--- src/hw/nlc_consts.svh ---
`ifndef NLC_CONSTS_SVH
`define NLC_CONSTS_SVH
`define NLC_OFF_LINK_CTL    8'h00
`define NLC_OFF_LED_PHY     8'h1c
`define NLC_OFF_STATUS      8'h04
`define NLC_OFF_EFFECT      8'h08
`define NLC_LINK_CTL_DFLT   16'h4600
`define NLC_LED_PHY_DFLT    16'h2d84
`define NLC_LED_PHY_RSVD_M  16'h0010
`define NLC_B_L2_BLOCK      5
`define NLC_B_VEC_LO        7
`define NLC_B_LEAKY_OFF     10
`define NLC_B_GOOD_RECOV    11
`define NLC_B_LEGACY_FSM    12
`define NLC_B_NO_DOWN_RST   13
`define NLC_B_L1_MSB        14
`define NLC_B_FORCE_RX      15
`define NLC_B_SRC_LO        0
`define NLC_B_FAST_BLINK    5
`define NLC_B_POLARITY      6
`define NLC_B_FLASH_EN      7
`define NLC_B_D0A_REDUCE    9
`define NLC_B_LP_REDUCE     10
`define NLC_B_NO_GIG_LP     11
`define NLC_B_CLASS_A       12
`define NLC_B_GIG_OFF       14
`define NLC_VEC_MAX         3'h4
`define NLC_CLK_HZ          40000000
`define NLC_BLINK_SLOW_MS   200
`define NLC_BLINK_FAST_MS   83
`define NLC_SLOW_CYC  ((`NLC_CLK_HZ/1000)*`NLC_BLINK_SLOW_MS)
`define NLC_FAST_CYC  ((`NLC_CLK_HZ/1000)*`NLC_BLINK_FAST_MS)
`endif

--- src/hw/nlc_pkg.sv ---
package nlc_pkg;
   typedef enum logic [1:0] {NLC_WAIT, NLC_LOAD, NLC_RUN} nlc_state_t;
endpackage

--- src/hw/nlc_top.sv ---
// The Avalon-MM interface to the registers was decided locally.
`timescale 1ns/1ps
`include "nlc_consts.svh"
module nlc_top
   import nlc_pkg::*;
#(
   parameter int unsigned SLOW_CYC = `NLC_SLOW_CYC,
   parameter int unsigned FAST_CYC = `NLC_FAST_CYC
)(
   input  wire logic        REF_CLK,
   input  wire logic        RSTN,
   input  wire logic        CLK_EN,
   input  wire logic        NVM_DONE,
   input  wire logic        NVM_VALID,
   input  wire logic [15:0] NVM_LINK_CTL,
   input  wire logic [15:0] NVM_LED_PHY,
   input  wire logic        IN_D0A,
   input  wire logic        POLICY_REDUCE,
   input  wire logic        LINK_DOWN,
   input  wire logic        RX_DETECTED,
   input  wire logic        ACTIVITY,
   input  wire logic [7:0]  AVS_ADDRESS,
   input  wire logic        AVS_READ,
   input  wire logic        AVS_WRITE,
   input  wire logic [31:0] AVS_WRITEDATA,
   input  wire logic [3:0]  AVS_BYTEENABLE,
   output logic [31:0]      AVS_READDATA,
   output logic             AVS_WAITREQUEST,
   output logic             CFG_READY,
   output logic             L2_BLOCK,
   output logic [2:0]       VEC_TABLE_SIZE_M1,
   output logic             LEAKY_BUCKET_OFF,
   output logic             FORCE_GOOD_RECOVERY,
   output logic             LEGACY_TRAINING_FSM,
   output logic [2:0]       L1_ENTRY_DELAY_MSB,
   output logic             CORE_RESET_REQ,
   output logic             RX_PRESENT,
   output logic [3:0]       ACT_LED_SOURCE,
   output logic             ACT_LED,
   output logic             SPEED_REDUCE,
   output logic             GIG_ALLOWED,
   output logic             GIG_CLASS_A
);
   nlc_state_t  state_r;
   logic [15:0] link_r;
   logic [15:0] led_r;
   logic [1:0]  sync_done_r;
   logic [2:0]  sync_down_r;
   logic [1:0]  sync_rx_r;
   logic [1:0]  sync_act_r;
   logic [1:0]  sync_d0a_r;
   logic [1:0]  sync_pol_r;
   logic [31:0] blink_cnt_r;
   logic        blink_ph_r;
   logic        rd_ack_r;
   logic [31:0] rdata_r;
   logic        img_bad_r;

   wire done_s  = sync_done_r[1];
   wire down_s  = sync_down_r[1];
   wire down_rise = sync_down_r[1] & ~sync_down_r[2];

   // Clamp a vector count that asks for more than five entries
   function automatic logic [2:0] vec_clamp(input logic [2:0] v);
      vec_clamp = (v > `NLC_VEC_MAX) ? `NLC_VEC_MAX : v;
   endfunction

   wire        led_wr  = AVS_WRITE & (AVS_ADDRESS == `NLC_OFF_LED_PHY);
   wire        link_wr = AVS_WRITE & (AVS_ADDRESS == `NLC_OFF_LINK_CTL);
   wire [15:0] wmask   = {{8{AVS_BYTEENABLE[1]}}, {8{AVS_BYTEENABLE[0]}}};
   wire [15:0] led_w   = ((led_r & ~wmask) | (AVS_WRITEDATA[15:0] & wmask))
                         & ~`NLC_LED_PHY_RSVD_M;
   wire [15:0] link_w  = (link_r & ~wmask) | (AVS_WRITEDATA[15:0] & wmask);
   wire [15:0] img_led = NVM_LED_PHY & ~`NLC_LED_PHY_RSVD_M;

   wire [31:0] blink_lim = led_r[`NLC_B_FAST_BLINK] ?
                           (FAST_CYC - 1) : (SLOW_CYC - 1);
   wire        flash_en  = led_r[`NLC_B_FLASH_EN];
   wire        led_on    = sync_act_r[1] & (~flash_en | blink_ph_r);

   wire gig_ok = ~led_r[`NLC_B_GIG_OFF]
               & (sync_d0a_r[1] | ~led_r[`NLC_B_NO_GIG_LP]);
   wire reduce = sync_pol_r[1] & (sync_d0a_r[1] ?
                 led_r[`NLC_B_D0A_REDUCE] :
                 led_r[`NLC_B_LP_REDUCE]);

   wire [31:0] status_w = {29'h0, img_bad_r, down_s, state_r == NLC_RUN};
   wire [31:0] effect_w = {26'h0, gig_ok, reduce, ACT_LED, RX_PRESENT,
                           CORE_RESET_REQ, L2_BLOCK};
   wire [31:0] rd_mux =
        (AVS_ADDRESS == `NLC_OFF_LINK_CTL) ? {16'h0, link_r} :
        (AVS_ADDRESS == `NLC_OFF_LED_PHY)  ? {16'h0, led_r}  :
        (AVS_ADDRESS == `NLC_OFF_STATUS)   ? status_w        :
        (AVS_ADDRESS == `NLC_OFF_EFFECT)   ? effect_w        : 32'h0;

   // Reads take one wait cycle so that read data always come from a flop
   assign AVS_WAITREQUEST = AVS_READ & ~rd_ack_r;
   assign AVS_READDATA    = rdata_r;

   always_ff @(posedge REF_CLK or negedge RSTN) begin
      if (!RSTN) begin
         sync_done_r <= 2'h0;
         sync_down_r <= 3'h0;
         sync_rx_r   <= 2'h0;
         sync_act_r  <= 2'h0;
         sync_d0a_r  <= 2'h0;
         sync_pol_r  <= 2'h0;
      end else if (CLK_EN) begin
         sync_done_r <= {sync_done_r[0], NVM_DONE};
         sync_down_r <= {sync_down_r[1:0], LINK_DOWN};
         sync_rx_r   <= {sync_rx_r[0], RX_DETECTED};
         sync_act_r  <= {sync_act_r[0], ACTIVITY};
         sync_d0a_r  <= {sync_d0a_r[0], IN_D0A};
         sync_pol_r  <= {sync_pol_r[0], POLICY_REDUCE};
      end
   end

   // Valid image words are sampled once the loader reports done; until then
   // the hardware defaults stand
   always_ff @(posedge REF_CLK or negedge RSTN) begin
      if (!RSTN) begin
         state_r   <= NLC_WAIT;
         link_r    <= `NLC_LINK_CTL_DFLT;
         led_r     <= `NLC_LED_PHY_DFLT;
         img_bad_r <= 1'b0;
      end else if (CLK_EN) begin
         unique case (state_r)
            NLC_WAIT: if (done_s) state_r <= NLC_LOAD;
            NLC_LOAD: begin
               if (NVM_VALID) begin
                  link_r <= NVM_LINK_CTL;
                  led_r  <= img_led;
               end
               img_bad_r <= ~NVM_VALID;
               state_r   <= NLC_RUN;
            end
            NLC_RUN: begin
               if (link_wr) link_r <= link_w;
               if (led_wr)  led_r  <= led_w;
            end
         endcase
      end
   end

   always_ff @(posedge REF_CLK or negedge RSTN) begin
      if (!RSTN) begin
         rd_ack_r <= 1'b0;
         rdata_r  <= 32'h0;
      end else if (CLK_EN) begin
         rd_ack_r <= AVS_READ & ~rd_ack_r;
         if (AVS_READ & ~rd_ack_r) rdata_r <= rd_mux;
      end
   end

   always_ff @(posedge REF_CLK or negedge RSTN) begin
      if (!RSTN) begin
         blink_cnt_r <= 32'h0;
         blink_ph_r  <= 1'b1;
      end else if (CLK_EN) begin
         if (!flash_en) begin
            blink_cnt_r <= 32'h0;
            blink_ph_r  <= 1'b1;
         end else if (blink_cnt_r >= blink_lim) begin
            blink_cnt_r <= 32'h0;
            blink_ph_r  <= ~blink_ph_r;
         end else begin
            blink_cnt_r <= blink_cnt_r + 32'h1;
         end
      end
   end

   // Outputs are registered; core reset is a one-cycle pulse per link loss
   always_ff @(posedge REF_CLK or negedge RSTN) begin
      if (!RSTN) begin
         CFG_READY           <= 1'b0;
         L2_BLOCK            <= 1'b0;
         VEC_TABLE_SIZE_M1   <= `NLC_VEC_MAX;
         LEAKY_BUCKET_OFF    <= 1'b1;
         FORCE_GOOD_RECOVERY <= 1'b0;
         LEGACY_TRAINING_FSM <= 1'b0;
         L1_ENTRY_DELAY_MSB  <= 3'h4;
         CORE_RESET_REQ      <= 1'b0;
         RX_PRESENT          <= 1'b0;
         ACT_LED_SOURCE      <= 4'h4;
         ACT_LED             <= 1'b1;
         SPEED_REDUCE        <= 1'b0;
         GIG_ALLOWED         <= 1'b0;
         GIG_CLASS_A         <= 1'b0;
      end else if (CLK_EN) begin
         CFG_READY           <= (state_r == NLC_RUN);
         L2_BLOCK            <= link_r[`NLC_B_L2_BLOCK];
         VEC_TABLE_SIZE_M1   <=
            vec_clamp(link_r[`NLC_B_VEC_LO +: 3]);
         LEAKY_BUCKET_OFF    <= link_r[`NLC_B_LEAKY_OFF];
         FORCE_GOOD_RECOVERY <= link_r[`NLC_B_GOOD_RECOV];
         LEGACY_TRAINING_FSM <= link_r[`NLC_B_LEGACY_FSM];
         L1_ENTRY_DELAY_MSB  <= {link_r[`NLC_B_L1_MSB], 2'h0};
         CORE_RESET_REQ      <= down_rise &
                                ~link_r[`NLC_B_NO_DOWN_RST];
         RX_PRESENT          <= link_r[`NLC_B_FORCE_RX] |
                                sync_rx_r[1];
         ACT_LED_SOURCE      <= led_r[`NLC_B_SRC_LO +: 4];
         ACT_LED             <= led_r[`NLC_B_POLARITY] ?
                                led_on : ~led_on;
         SPEED_REDUCE        <= reduce;
         GIG_ALLOWED         <= gig_ok;
         GIG_CLASS_A         <= led_r[`NLC_B_CLASS_A] & gig_ok;
      end
   end
endmodule // nlc_top

--- config.mk ---
export PLATFORM = sky130hd
export DESIGN_NAME = nlc_top
export DESIGN_NICKNAME = d
export VERILOG_FILES = /design/src/hw/nlc_pkg.sv /design/src/hw/nlc_top.sv
export VERILOG_INCLUDE_DIRS = /design/src /design/src/hw
export SDC_FILE = /design/constraint.sdc
export NUM_CORES = 1
export LEC_CHECK = 0
export BUFFER_PORTS_ARGS = -buffer_cell sky130_fd_sc_hd__buf_2
export CAP_MARGIN = 10
export CORE_MARGIN = 3
export CORE_UTILIZATION = 40
export DETAILED_ROUTE_END_ITERATION = 6
export SETUP_SLACK_MARGIN = 0.05
export SYNTH_ARGS = -nofsm -noshare
export SYNTH_HDL_FRONTEND = slang
export SYNTH_SLANG_ARGS = --single-unit
--- constraint.sdc ---
create_clock -name REF_CLK -period 6.1 [get_ports REF_CLK]
set_input_delay 0.61 -clock REF_CLK [delete_from_list [all_inputs] [get_ports REF_CLK]]
set_output_delay 0.61 -clock REF_CLK [all_outputs]
set_load 0.02 [all_outputs]
== Word-level counts from Yosys, hierarchy flattened ==
Cells that the tools add are included.

* Output and inout bits: 54
* Logic and storage cells: 98
* Input port bits: 88
* Register bits: 133

* Reductions and logical operators: 10
* Bitwise gates (word level): 27
* Eq/ne operators: 10
* Order comparisons: 2
* Multiplexer cells: 20
* Add/subtract/negate cells: 1

{| class="wikitable"
|+ Operator list
! cell !! count
|-
| $mux W16 || 6
|-
| $mux W32 || 2
|-
| $pmux W16 S2 || 2
|-
| $and A16 B16 Y16 || 3
|-
| $add A32 B1 Y32 const B || 1
|-
| $ge A32 B23 Y1 || 1
|-
| $or A16 B16 Y16 || 2
|-
| $mux W23 || 1
|-
| $not A16 Y16 || 1
|-
| $mux W6 || 2
|-
| $and A1 B1 Y1 || 9
|-
| $not A1 Y1 || 9
|-
| $eq A8 B3 Y1 const B || 1
|-
| $eq A8 B4 Y1 const B || 1
|-
| $eq A8 B5 Y1 const B || 1
|-
| $logic_not A8 Y1 || 1
|-
| $ne A2 B2 Y1 const B || 4
|-
| $reduce_and A4 Y1 || 2
|-
| $reduce_and A2 Y1 || 3
|-
| $mux W1 || 4
|-
| $pmux W2 S2 || 1
|-
| $reduce_bool A2 Y1 || 2
|-
| $gt A3 B3 Y1 const B || 1
|-
| $mux W3 || 1
|-
| other kinds (7) || 9
|}

== Logic depth before layout (Yosys ltp) ==
Gate-level depths: netlist of run 1.

* Word-level depth: 7
* Depth in mapped cells: 8
* Mapped depth without buffers: 7

== Least setup slack after synthesis of run 1 ==
No wires, ideal clock.

* Path kind: input-to-reg
* Start point: input AVS_ADDRESS[0]
* End point: register (tool-made name)
* Slack: 3.822 ns
* Arrival: 2.146 ns
* Cell stages on the path: 7
* Buffers on the path: 2
* Required time: 5.968 ns
* Cell sequence: or4_1 > buf_2 > nor4b_4 > a21oi_2 > buf_2 > nand2_1 > o21ai_0

{| class="wikitable"
|+ RTL lines
! element !! line !! text
|-
| start, declared || nlc_top.sv:22 || <nowiki>input wire logic [7:0] AVS_ADDRESS,</nowiki>
|}

==> results of run 1 <==
[kinds of logic after synthesis]
| logic type | after synthesis | synth area share (%) |
|---|---|---|
| AO/OA/AOI/OAI | 126 | 14.2 |
| multiplexers | 27 | 5.39 |
| adder cells (fa/ha/maj) | 9 | 2.01 |
| buffers and inverters | 58 | 5.28 |
| XOR/XNOR | 29 | 4.52 |
| flip-flops | 116 | 52.0 |
| other | 1 | 0.0668 |
| AND/OR/NAND/NOR | 182 | 16.5 |
[cells in the mapped netlist (3+ instances only)]
library cell and count:
sky130_fd_sc_hd__nor4_1 8, sky130_fd_sc_hd__clkbuf_1 21, sky130_fd_sc_hd__a221oi_1 8, sky130_fd_sc_hd__nand2b_1 5, sky130_fd_sc_hd__buf_2 6, sky130_fd_sc_hd__o21ai_0 36
sky130_fd_sc_hd__and3_1 11, sky130_fd_sc_hd__mux2_2 26, sky130_fd_sc_hd__xnor2_1 14, sky130_fd_sc_hd__dfrtp_1 101, sky130_fd_sc_hd__dfstp_2 15, sky130_fd_sc_hd__nor2b_1 3
sky130_fd_sc_hd__nand2_1 58, sky130_fd_sc_hd__nor3_1 7, sky130_fd_sc_hd__o21ai_1 11, sky130_fd_sc_hd__buf_4 19, sky130_fd_sc_hd__a21oi_1 21, sky130_fd_sc_hd__a22oi_1 36
sky130_fd_sc_hd__xor2_1 15, sky130_fd_sc_hd__ha_1 9, sky130_fd_sc_hd__nor2_1 45, sky130_fd_sc_hd__inv_1 12, sky130_fd_sc_hd__nand4_1 11, sky130_fd_sc_hd__nand3_1 13
[layer usage]
| metal | track usage (%) | wire, um | vias to the layer above |
|---|---|---|---|
| met1 | 23.8 | 6210 | 2111 |
| met3 | 5.36 | 905 | 17 |
| met5 | 0 | 0 | - |
| met4 | 6.13 | 238 | 0 |
| li1 | - | - | 2129 |
| met2 | 27.1 | 6180 | 147 |
[layout make-up]
class / count / share of cell area, %
clock buffers: 25 / 7.22
flip-flops and latches: 116 / 43.4
clock inverters: 7 / 0.521
repair buffers: 108 / 8.22
well taps: 176 / 3.27
inverters: 12 / 0.670
multi-input cells: 391 / 36.7
[final timing paths]
| check | cells past startpoint | slack (ns) | endpoint |
|---|---|---|---|
| hold reg to reg | 2 | 0.48 | flip-flop |
| setup / recovery | 8 | 3.00 | blink_ph_r |
| max in group asynchronous | 2 | 4.58 | ACT_LED_SOURCE[0] |
| hold / removal | 1 | 0.19 | AVS_READDATA[12] |
| min in group REF_CLK | 2 | 0.43 | sync_down_r[0] |
| setup reg to reg | 8 | 3.00 | blink_ph_r |
[power by group through the flow]
stage	Clock, mW	Sequential (mW)	Combinational, mW
after floorplan	0	1.12	0.317
after global placement	0	1.10	0.531
after detailed placement	0	1.10	0.543
after CTS	0.880	1.09	0.547
after global routing	0.922	1.12	0.606
final	0.864	1.09	0.541
[critical path, cell delays in order, from the launching register on]
cell and delay, ns:
sky130_fd_sc_hd__dfrtp_1 0.53, sky130_fd_sc_hd__inv_1 0.18, sky130_fd_sc_hd__ha_1 0.32, sky130_fd_sc_hd__a211oi_1 0.22, sky130_fd_sc_hd__nor2b_1 0.07, sky130_fd_sc_hd__a2111oi_1 0.66, sky130_fd_sc_hd__o22ai_2 0.43, sky130_fd_sc_hd__buf_4 0.33
sky130_fd_sc_hd__mux2_2 0.28
[metrics by stage]
step	hold WS, ns	setup slack (ns)	power (mW)	cells
floorplan	0.314	3.82	1.44	565
global placement	0.465	2.70	1.63	803
detailed placement	0.471	2.66	1.65	803
CTS	0.204	2.95	2.52	835
global route	0.232	2.77	2.64	835
finish	0.186	3.00	2.49	835
==> results.md, run 1 <==
- The CTS root buffer is sky130_fd_sc_hd__clkbuf_16.
- The first-pass detailed-route iteration total is 5.
- The leading area contributor after synthesis is sky130_fd_sc_hd__dfrtp_1.
- Entering global routing, the biggest net connects 73 pins.
- Port buffering added 104 buffers.
- For the worst setup path, the data required time is 6.43 ns.
- The sequential cell area fraction in the yosys report is 52.0%.
- The die covers between 15,000 and 20,000 sq um.
- The average vias per placed instance is 5.27.
- In the synthesized netlist the dominant register cell turns out to be sky130_fd_sc_hd__dfrtp_1.
- The final hold violation count is 0.
- The kind of end point of the critical path is a flip-flop.
- The x dimension of the die is 124 um.
- The clock network accounts for about a third of the total power.
- The worst voltage drop across the vdd grid is 0.000217 V.
- The cell row count is 42.
- After synthesis, the largest area contributor takes up a little under half of total cell area.
- The synthesized design contains about 120 register bits.
- The die span in y is 124 um.
- In this run, distinct cell masters in the synthesized netlist total 50.
- Dividing the synthesized area by the synthesized cell count gives 10.2 sq um.
- The final routed DRC violation total is 0.
- The number of fill cells in the layout is 1,222.
- The count of maximum capacitance violations is 0.
- The CTS tree is built.
- Per report_power, the sequential group accounts for 43.7% of the total.
- In the final routed layout, each cell accounts on average for 16.2 um.
- For this design the ratio of total power to cell area is 371 nW/um^2.
- For this configuration, the core starts out at a cell density of between 40% and 50%.
- about 140 I/O pins were placed.
- The number of vias in the routed layout is 4,404.
- The max-slew violation count is 0.
- The region available for standard cell placement spans 13,500 sq um.
- The analysis attributes to net switching a power of 0.780 mW.
- The utilization of the core after routing is 49.8%.
- The run finished with clean final reports.
- The number of antenna cells inserted is 0.
- The first global-routing pass estimated approximately 22,000 um of wire.
- The final layout contains 743 nets.
- The number of buffers inserted during clock tree synthesis is 17.
- The antenna violation net count after detailed routing is 0.
- The leakage power is 3.13 nW.
- The cell area after layout is 6730 sq um.
- At the end of routability-driven placement, the weighted congestion stood at 0.805.
- The cell count after synthesis came out at 548.
- The setup fix buffers added after clock tree synthesis is 0.
- Leaving out fill and tap cells, the most frequent cells in the layout are sky130_fd_sc_hd__buf_2 (103), sky130_fd_sc_hd__dfrtp_1 (101), sky130_fd_sc_hd__nand2_1 (58), sky130_fd_sc_hd__nor2_1 (45).
- The number of antenna violations at the first check in global routing is 0.
- Combinational cells account for 21.7% of the total power.
- Dividing the final minimum period by the clock period gives between 50% and 60%.
- Cell internal power was estimated by the tool at 1.71 mW.
- The via count of the first global-routing pass was 4,249.
- The Yosys step of the flow raised 0 warnings.
- Leaving out fill and tap cells, the most frequent cell in the layout is sky130_fd_sc_hd__buf_2.
- Global routing finished with a remaining overflow of 0.
- The kind of critical path is reg -> reg.
- The arrival time at the worst endpoint is 3.43 ns.
- The sequential cell area is 2920 sq um.
- In this run the worst hold path is classified as in -> async.
- The overall global routing resource usage is 17.7%.
- The number of levels in the clock H-tree is 4.
- The final critical path time including I/O delays and setup is ~3.1 ns.
- The critical path launch point type is a flip-flop.
- In this run the tightest slew margin relative to its limit is between 20 and 25%.
- The clock net sink count is between 100 and 150.
- Of the total power, the share spent switching nets is 31.3%.
- At the pin with the least slew margin, the transition time is 1.15 ns.
- The total wire length after detailed routing is 13,500 um.
- The clock tree skew after final layout is 0.00786 ns.
- The largest fanout on the critical path is 17.
- Detailed placement finished with a half-perimeter wire length of 9710 um.
- Clock-pin slew was measured on the worst setup and hold paths at 0.05 ns.
- The placement-stage cell area is 6210 sq um.
- The detailed router's first-iteration violation count is 323.
- The post-route setup TNS is 0 ns.
- Yosys mapped a number of flops with a built-in enable equal to 0.
- The fraction of layout instances using a drive strength above 1 is 27.8%.
- The number of endpoints failing setup at the final stage is 0.
- From synthesis to final layout, the design area changed by 19.8%.
- The share of synthesized flip-flops with an asynchronous set or reset is 100%.
- The number of gates resized after CTS was 0.
- Setup repair after global routing left no endpoint under its margin.
- After synthesis, the cell types taking the most area are sky130_fd_sc_hd__dfrtp_1 (45%), sky130_fd_sc_hd__dfstp_2 (7.0%), sky130_fd_sc_hd__mux2_2 (5.2%).
- The clock passes through at most 2 buffers.
- The highest achievable clock rate is roughly 320 MHz.
- The clock insertion delay at the later pin of the skew report is 0.41 ns.
- The area used by multi-input combinational logic is 2470 sq um.
- For this design, the CTS-stage hold fixing added 0 buffers.
- The combined area of all synthesized cells is between 5000 and 6000 sq um.
Note: power is estimated with default switching activity, not from simulation.
==> run 2, diff against run 1 <==
==> constraint.sdc (replaced) <==
create_clock -name REF_CLK -period 3.1 [get_ports REF_CLK]
set_input_delay 0.31 -clock REF_CLK [delete_from_list [all_inputs] [get_ports REF_CLK]]
set_output_delay 0.31 -clock REF_CLK [all_outputs]
set_load 0.02 [all_outputs]
==> results.md, run 2 (synthesis gave the netlist of run 1 again) <==
- The overall global routing resource usage is 18.5% (+0.80 points).
- The buffer depth of the longest clock path is 2 (unchanged).
- The met1 layer usage reported by global route came to 25.5% (+1.7 points).
- The clock tree skew after final layout was 0.00644 ns (-0.00142 ns).
- The tightest hold margin is 0.132 ns (-0.0537 ns).
- The critical path launch point type is a flip-flop.
- The share of power burned in the clock network is 37.1% (+2.5 points).
- Counting instances, the worst hold path has a depth of 2.
- The met2 usage was 27.2% (+0.032 points).
- The clock net sink count is 116 (unchanged).
- The most common library cell in the layout ignoring fill and taps is sky130_fd_sc_hd__buf_2.
- The maximum number of pins on one net before global-route repair is 54 (-26%).
- The net total in the final layout was 754 (+1.5%).
- The antenna violation net count after detailed routing was 0 (unchanged).
- The arrival time at the worst endpoint is 2.61 ns (-0.82 ns).
- The number of endpoints failing setup at the final stage is 0 (unchanged).
- The type of the worst min-delay path is in -> reg.
- The overflow left after global routing is 0 (unchanged).
- The worst relative slew slack is 29.0% (+6.4 points).
- The setup fix buffers added after clock tree synthesis is 0 (unchanged).
- The count of cells along the worst register-to-register path is 4 (-4).
- The number of vias in the routed layout is 4,471 (+1.5%).
- The cell row count is 42 (unchanged).
- Setup repair after global routing left no endpoint under its margin.
- The portion of total power attributed to sequential cells came to 41.4% (-2.3 points).
- The clock transition time at the flip-flop clock pins of the worst setup and hold paths is 0.05 ns (about the same).
- The met3 routing resource usage after global routing was 5.83% (+0.47 points).
- The first-pass detailed-route iteration total is 6 (+1).
- The run finished with clean final reports.
- The max-slew violation count is 0 (unchanged).
- The endpoint with the worst hold slack is sync_done_r[0].
- The post-route setup TNS is 0 ns (unchanged).
- The final RePlAce weighted congestion was 0.829 (+3.0%).
- The cell sitting at the root of the clock tree is a sky130_fd_sc_hd__clkbuf_16.
- The number of antenna violations at the first check in global routing is 0 (unchanged).
- The measured slew at the worst slew-check pin is 1.07 ns (-0.0878 ns).
- The share of the clock period used by the worst path after layout is 76.7% (+26 points).
- In this run the critical register-to-register path is launched from state_r[1].
- The initial cell density of the core came to 41.6% (unchanged).
- The fraction of layout instances using a drive strength above 1 is 28.8% (+1.0 points).
- The largest fanout on the critical path came to 15 (-2).
- In the layout the commonest cells are sky130_fd_sc_hd__buf_2 (103), sky130_fd_sc_hd__dfrtp_1 (101), sky130_fd_sc_hd__nand2_1 (58), sky130_fd_sc_hd__nor2_1 (45).
- The CTS tree is built.
- The total power divided by cell area is 748 nW/um^2 (+100%).
- The I/O pin total is 142 (unchanged).
- The number of buffer cells added on primary ports was 104 (unchanged).
- The clock insertion delay at the later pin of the skew report came to 0.41 ns (about the same).
- The wire length of the first global-routing pass is 22,900 um (+3.6%).
- The x dimension of the die is 124 um (unchanged).
- The worst voltage drop across the vdd grid is 0.000389 V (+79%).
- The number of levels in the clock H-tree was 4 (unchanged).
- The final hold violation count is 0 (unchanged).
- The net switching power of the design is 1.56 mW (+100%).
- The signed area change from the synthesized netlist to the final layout is 22.8%.
- The overall die area is 15,500 sq um (unchanged).
- The die span in y is 124 um (unchanged).
- The floorplan core area is 13,500 sq um (unchanged).
- The placed wire-length estimate is 10,200 um (+4.7%).
- The quantity of gates resized following cts was 0 (unchanged).
- The final critical path time including I/O delays and setup was 2.38 ns (-0.724 ns).
- The total wire length after detailed routing is 13,800 um (+2.1%).
- The final routed DRC violation total came to 0 (unchanged).
- The reg2reg setup slack is 0.72 ns (-2.28 ns).
- The sum of internal, switching and leakage power is 5.15 mW (+110%).
- The number of antenna cells inserted is 0 (unchanged).
- The average routed wire per standard cell is 16.3 um (+0.74%).
- The kind of end point of the critical path is a flip-flop.
- The highest achievable clock rate is 421 MHz (+30%).
- The via count of the first global-routing pass is 4,443 (+4.6%).
- The average vias per placed instance is 5.28 (+0.20%).
- The leakage power is 3.21 nW (+2.7%).
- The cell internal power dissipation is 3.59 mW (+110%).
- The switching share of power is 30.3% (-1.0 points).
- The number of buffers inserted during clock tree synthesis was 17 (unchanged).
- The global routing stage identified its most utilized layer as met2.
- The kind of critical path is reg -> reg.
- The required time of the worst setup path is 3.34 ns (-3.09 ns).
- The count of maximum capacitance violations came to 0 (unchanged).
- The detailed router's first-iteration violation count is 396 (+23%).
- The worst hold path begins at NVM_DONE.
- The part of the total power dissipated in combinational logic is 21.5% (-0.2 points).
run 2: power groups by stage:
stage / logic [mW] / registers, mW / clock network, mW
2_1_floorplan: 0.624 / 2.20 / 0
3_3_place_gp: 1.09 / 2.14 / 0
3_5_place_dp: 1.11 / 2.16 / 0
4_1_cts: 1.12 / 2.14 / 1.95
5_1_grt: 1.24 / 2.19 / 2.02
6_report: 1.11 / 2.13 / 1.91
run 2: area by class of cell:
class                           instances  area [sq um]
Timing Repair Buffer                  119           651
Clock inverter                          2          35.0
Sequential cell                       116          2920
Tap cell                              176           220
Inverter                               12          45.0
Clock buffer                           30           554
Fill cell                            1231          6610
Multi-Input combinational cell        391          2470
run 2: metal layers:
metal / wire length [um] / up-vias / share of wire (%)
li1: - / 2147 / -
met1: 6520 / 2167 / 47
met2: 6200 / 138 / 45
met3: 827 / 19 / 6.0
met4: 264 / 0 / 1.9
met5: 0 / - / 0
run 2: stage by stage:
step / instance area [sq um] / std cells / util, % / worst slack (ns)
final: 6890 / 846 / 51.0 / 0.723
after global routing: 6890 / 846 / 51.0 / 0.460
after CTS: 6890 / 846 / 51.0 / 0.672
after detailed placement: 6290 / 813 / 46.6 / 0.633
after global placement: 6290 / 813 / 46.6 / 0.712
after floorplan: 5680 / 565 / - / 1.01
run 2: how the worst max path moves through the flow:
stage	start	end	slack [ns]	depth (start not counted)
2_1_floorplan	flip-flop	blink_cnt_r[9]	1.01	8
4_1_cts	state_r[1]	flip-flop	0.67	4
3_5_place_dp	CLK_EN	flip-flop	0.63	6
6_report	state_r[1]	flip-flop	0.72	4
5_1_grt	state_r[1]	flip-flop	0.46	4
3_3_place_gp	CLK_EN	flip-flop	0.71	6
run 2: what timing repair did:
item	in CTS	in global routing
endpoints found under the setup margin	0	0
hold buffers	1	0
hold endpoints to repair	46	0
run 2: critical path, stage by stage, from the launching register on:
cell	delay, ns
sky130_fd_sc_hd__dfrtp_1	0.44
sky130_fd_sc_hd__and3b_1	0.40
sky130_fd_sc_hd__and3_1	0.31
sky130_fd_sc_hd__a21oi_1	0.82
sky130_fd_sc_hd__o21ai_0	0.24
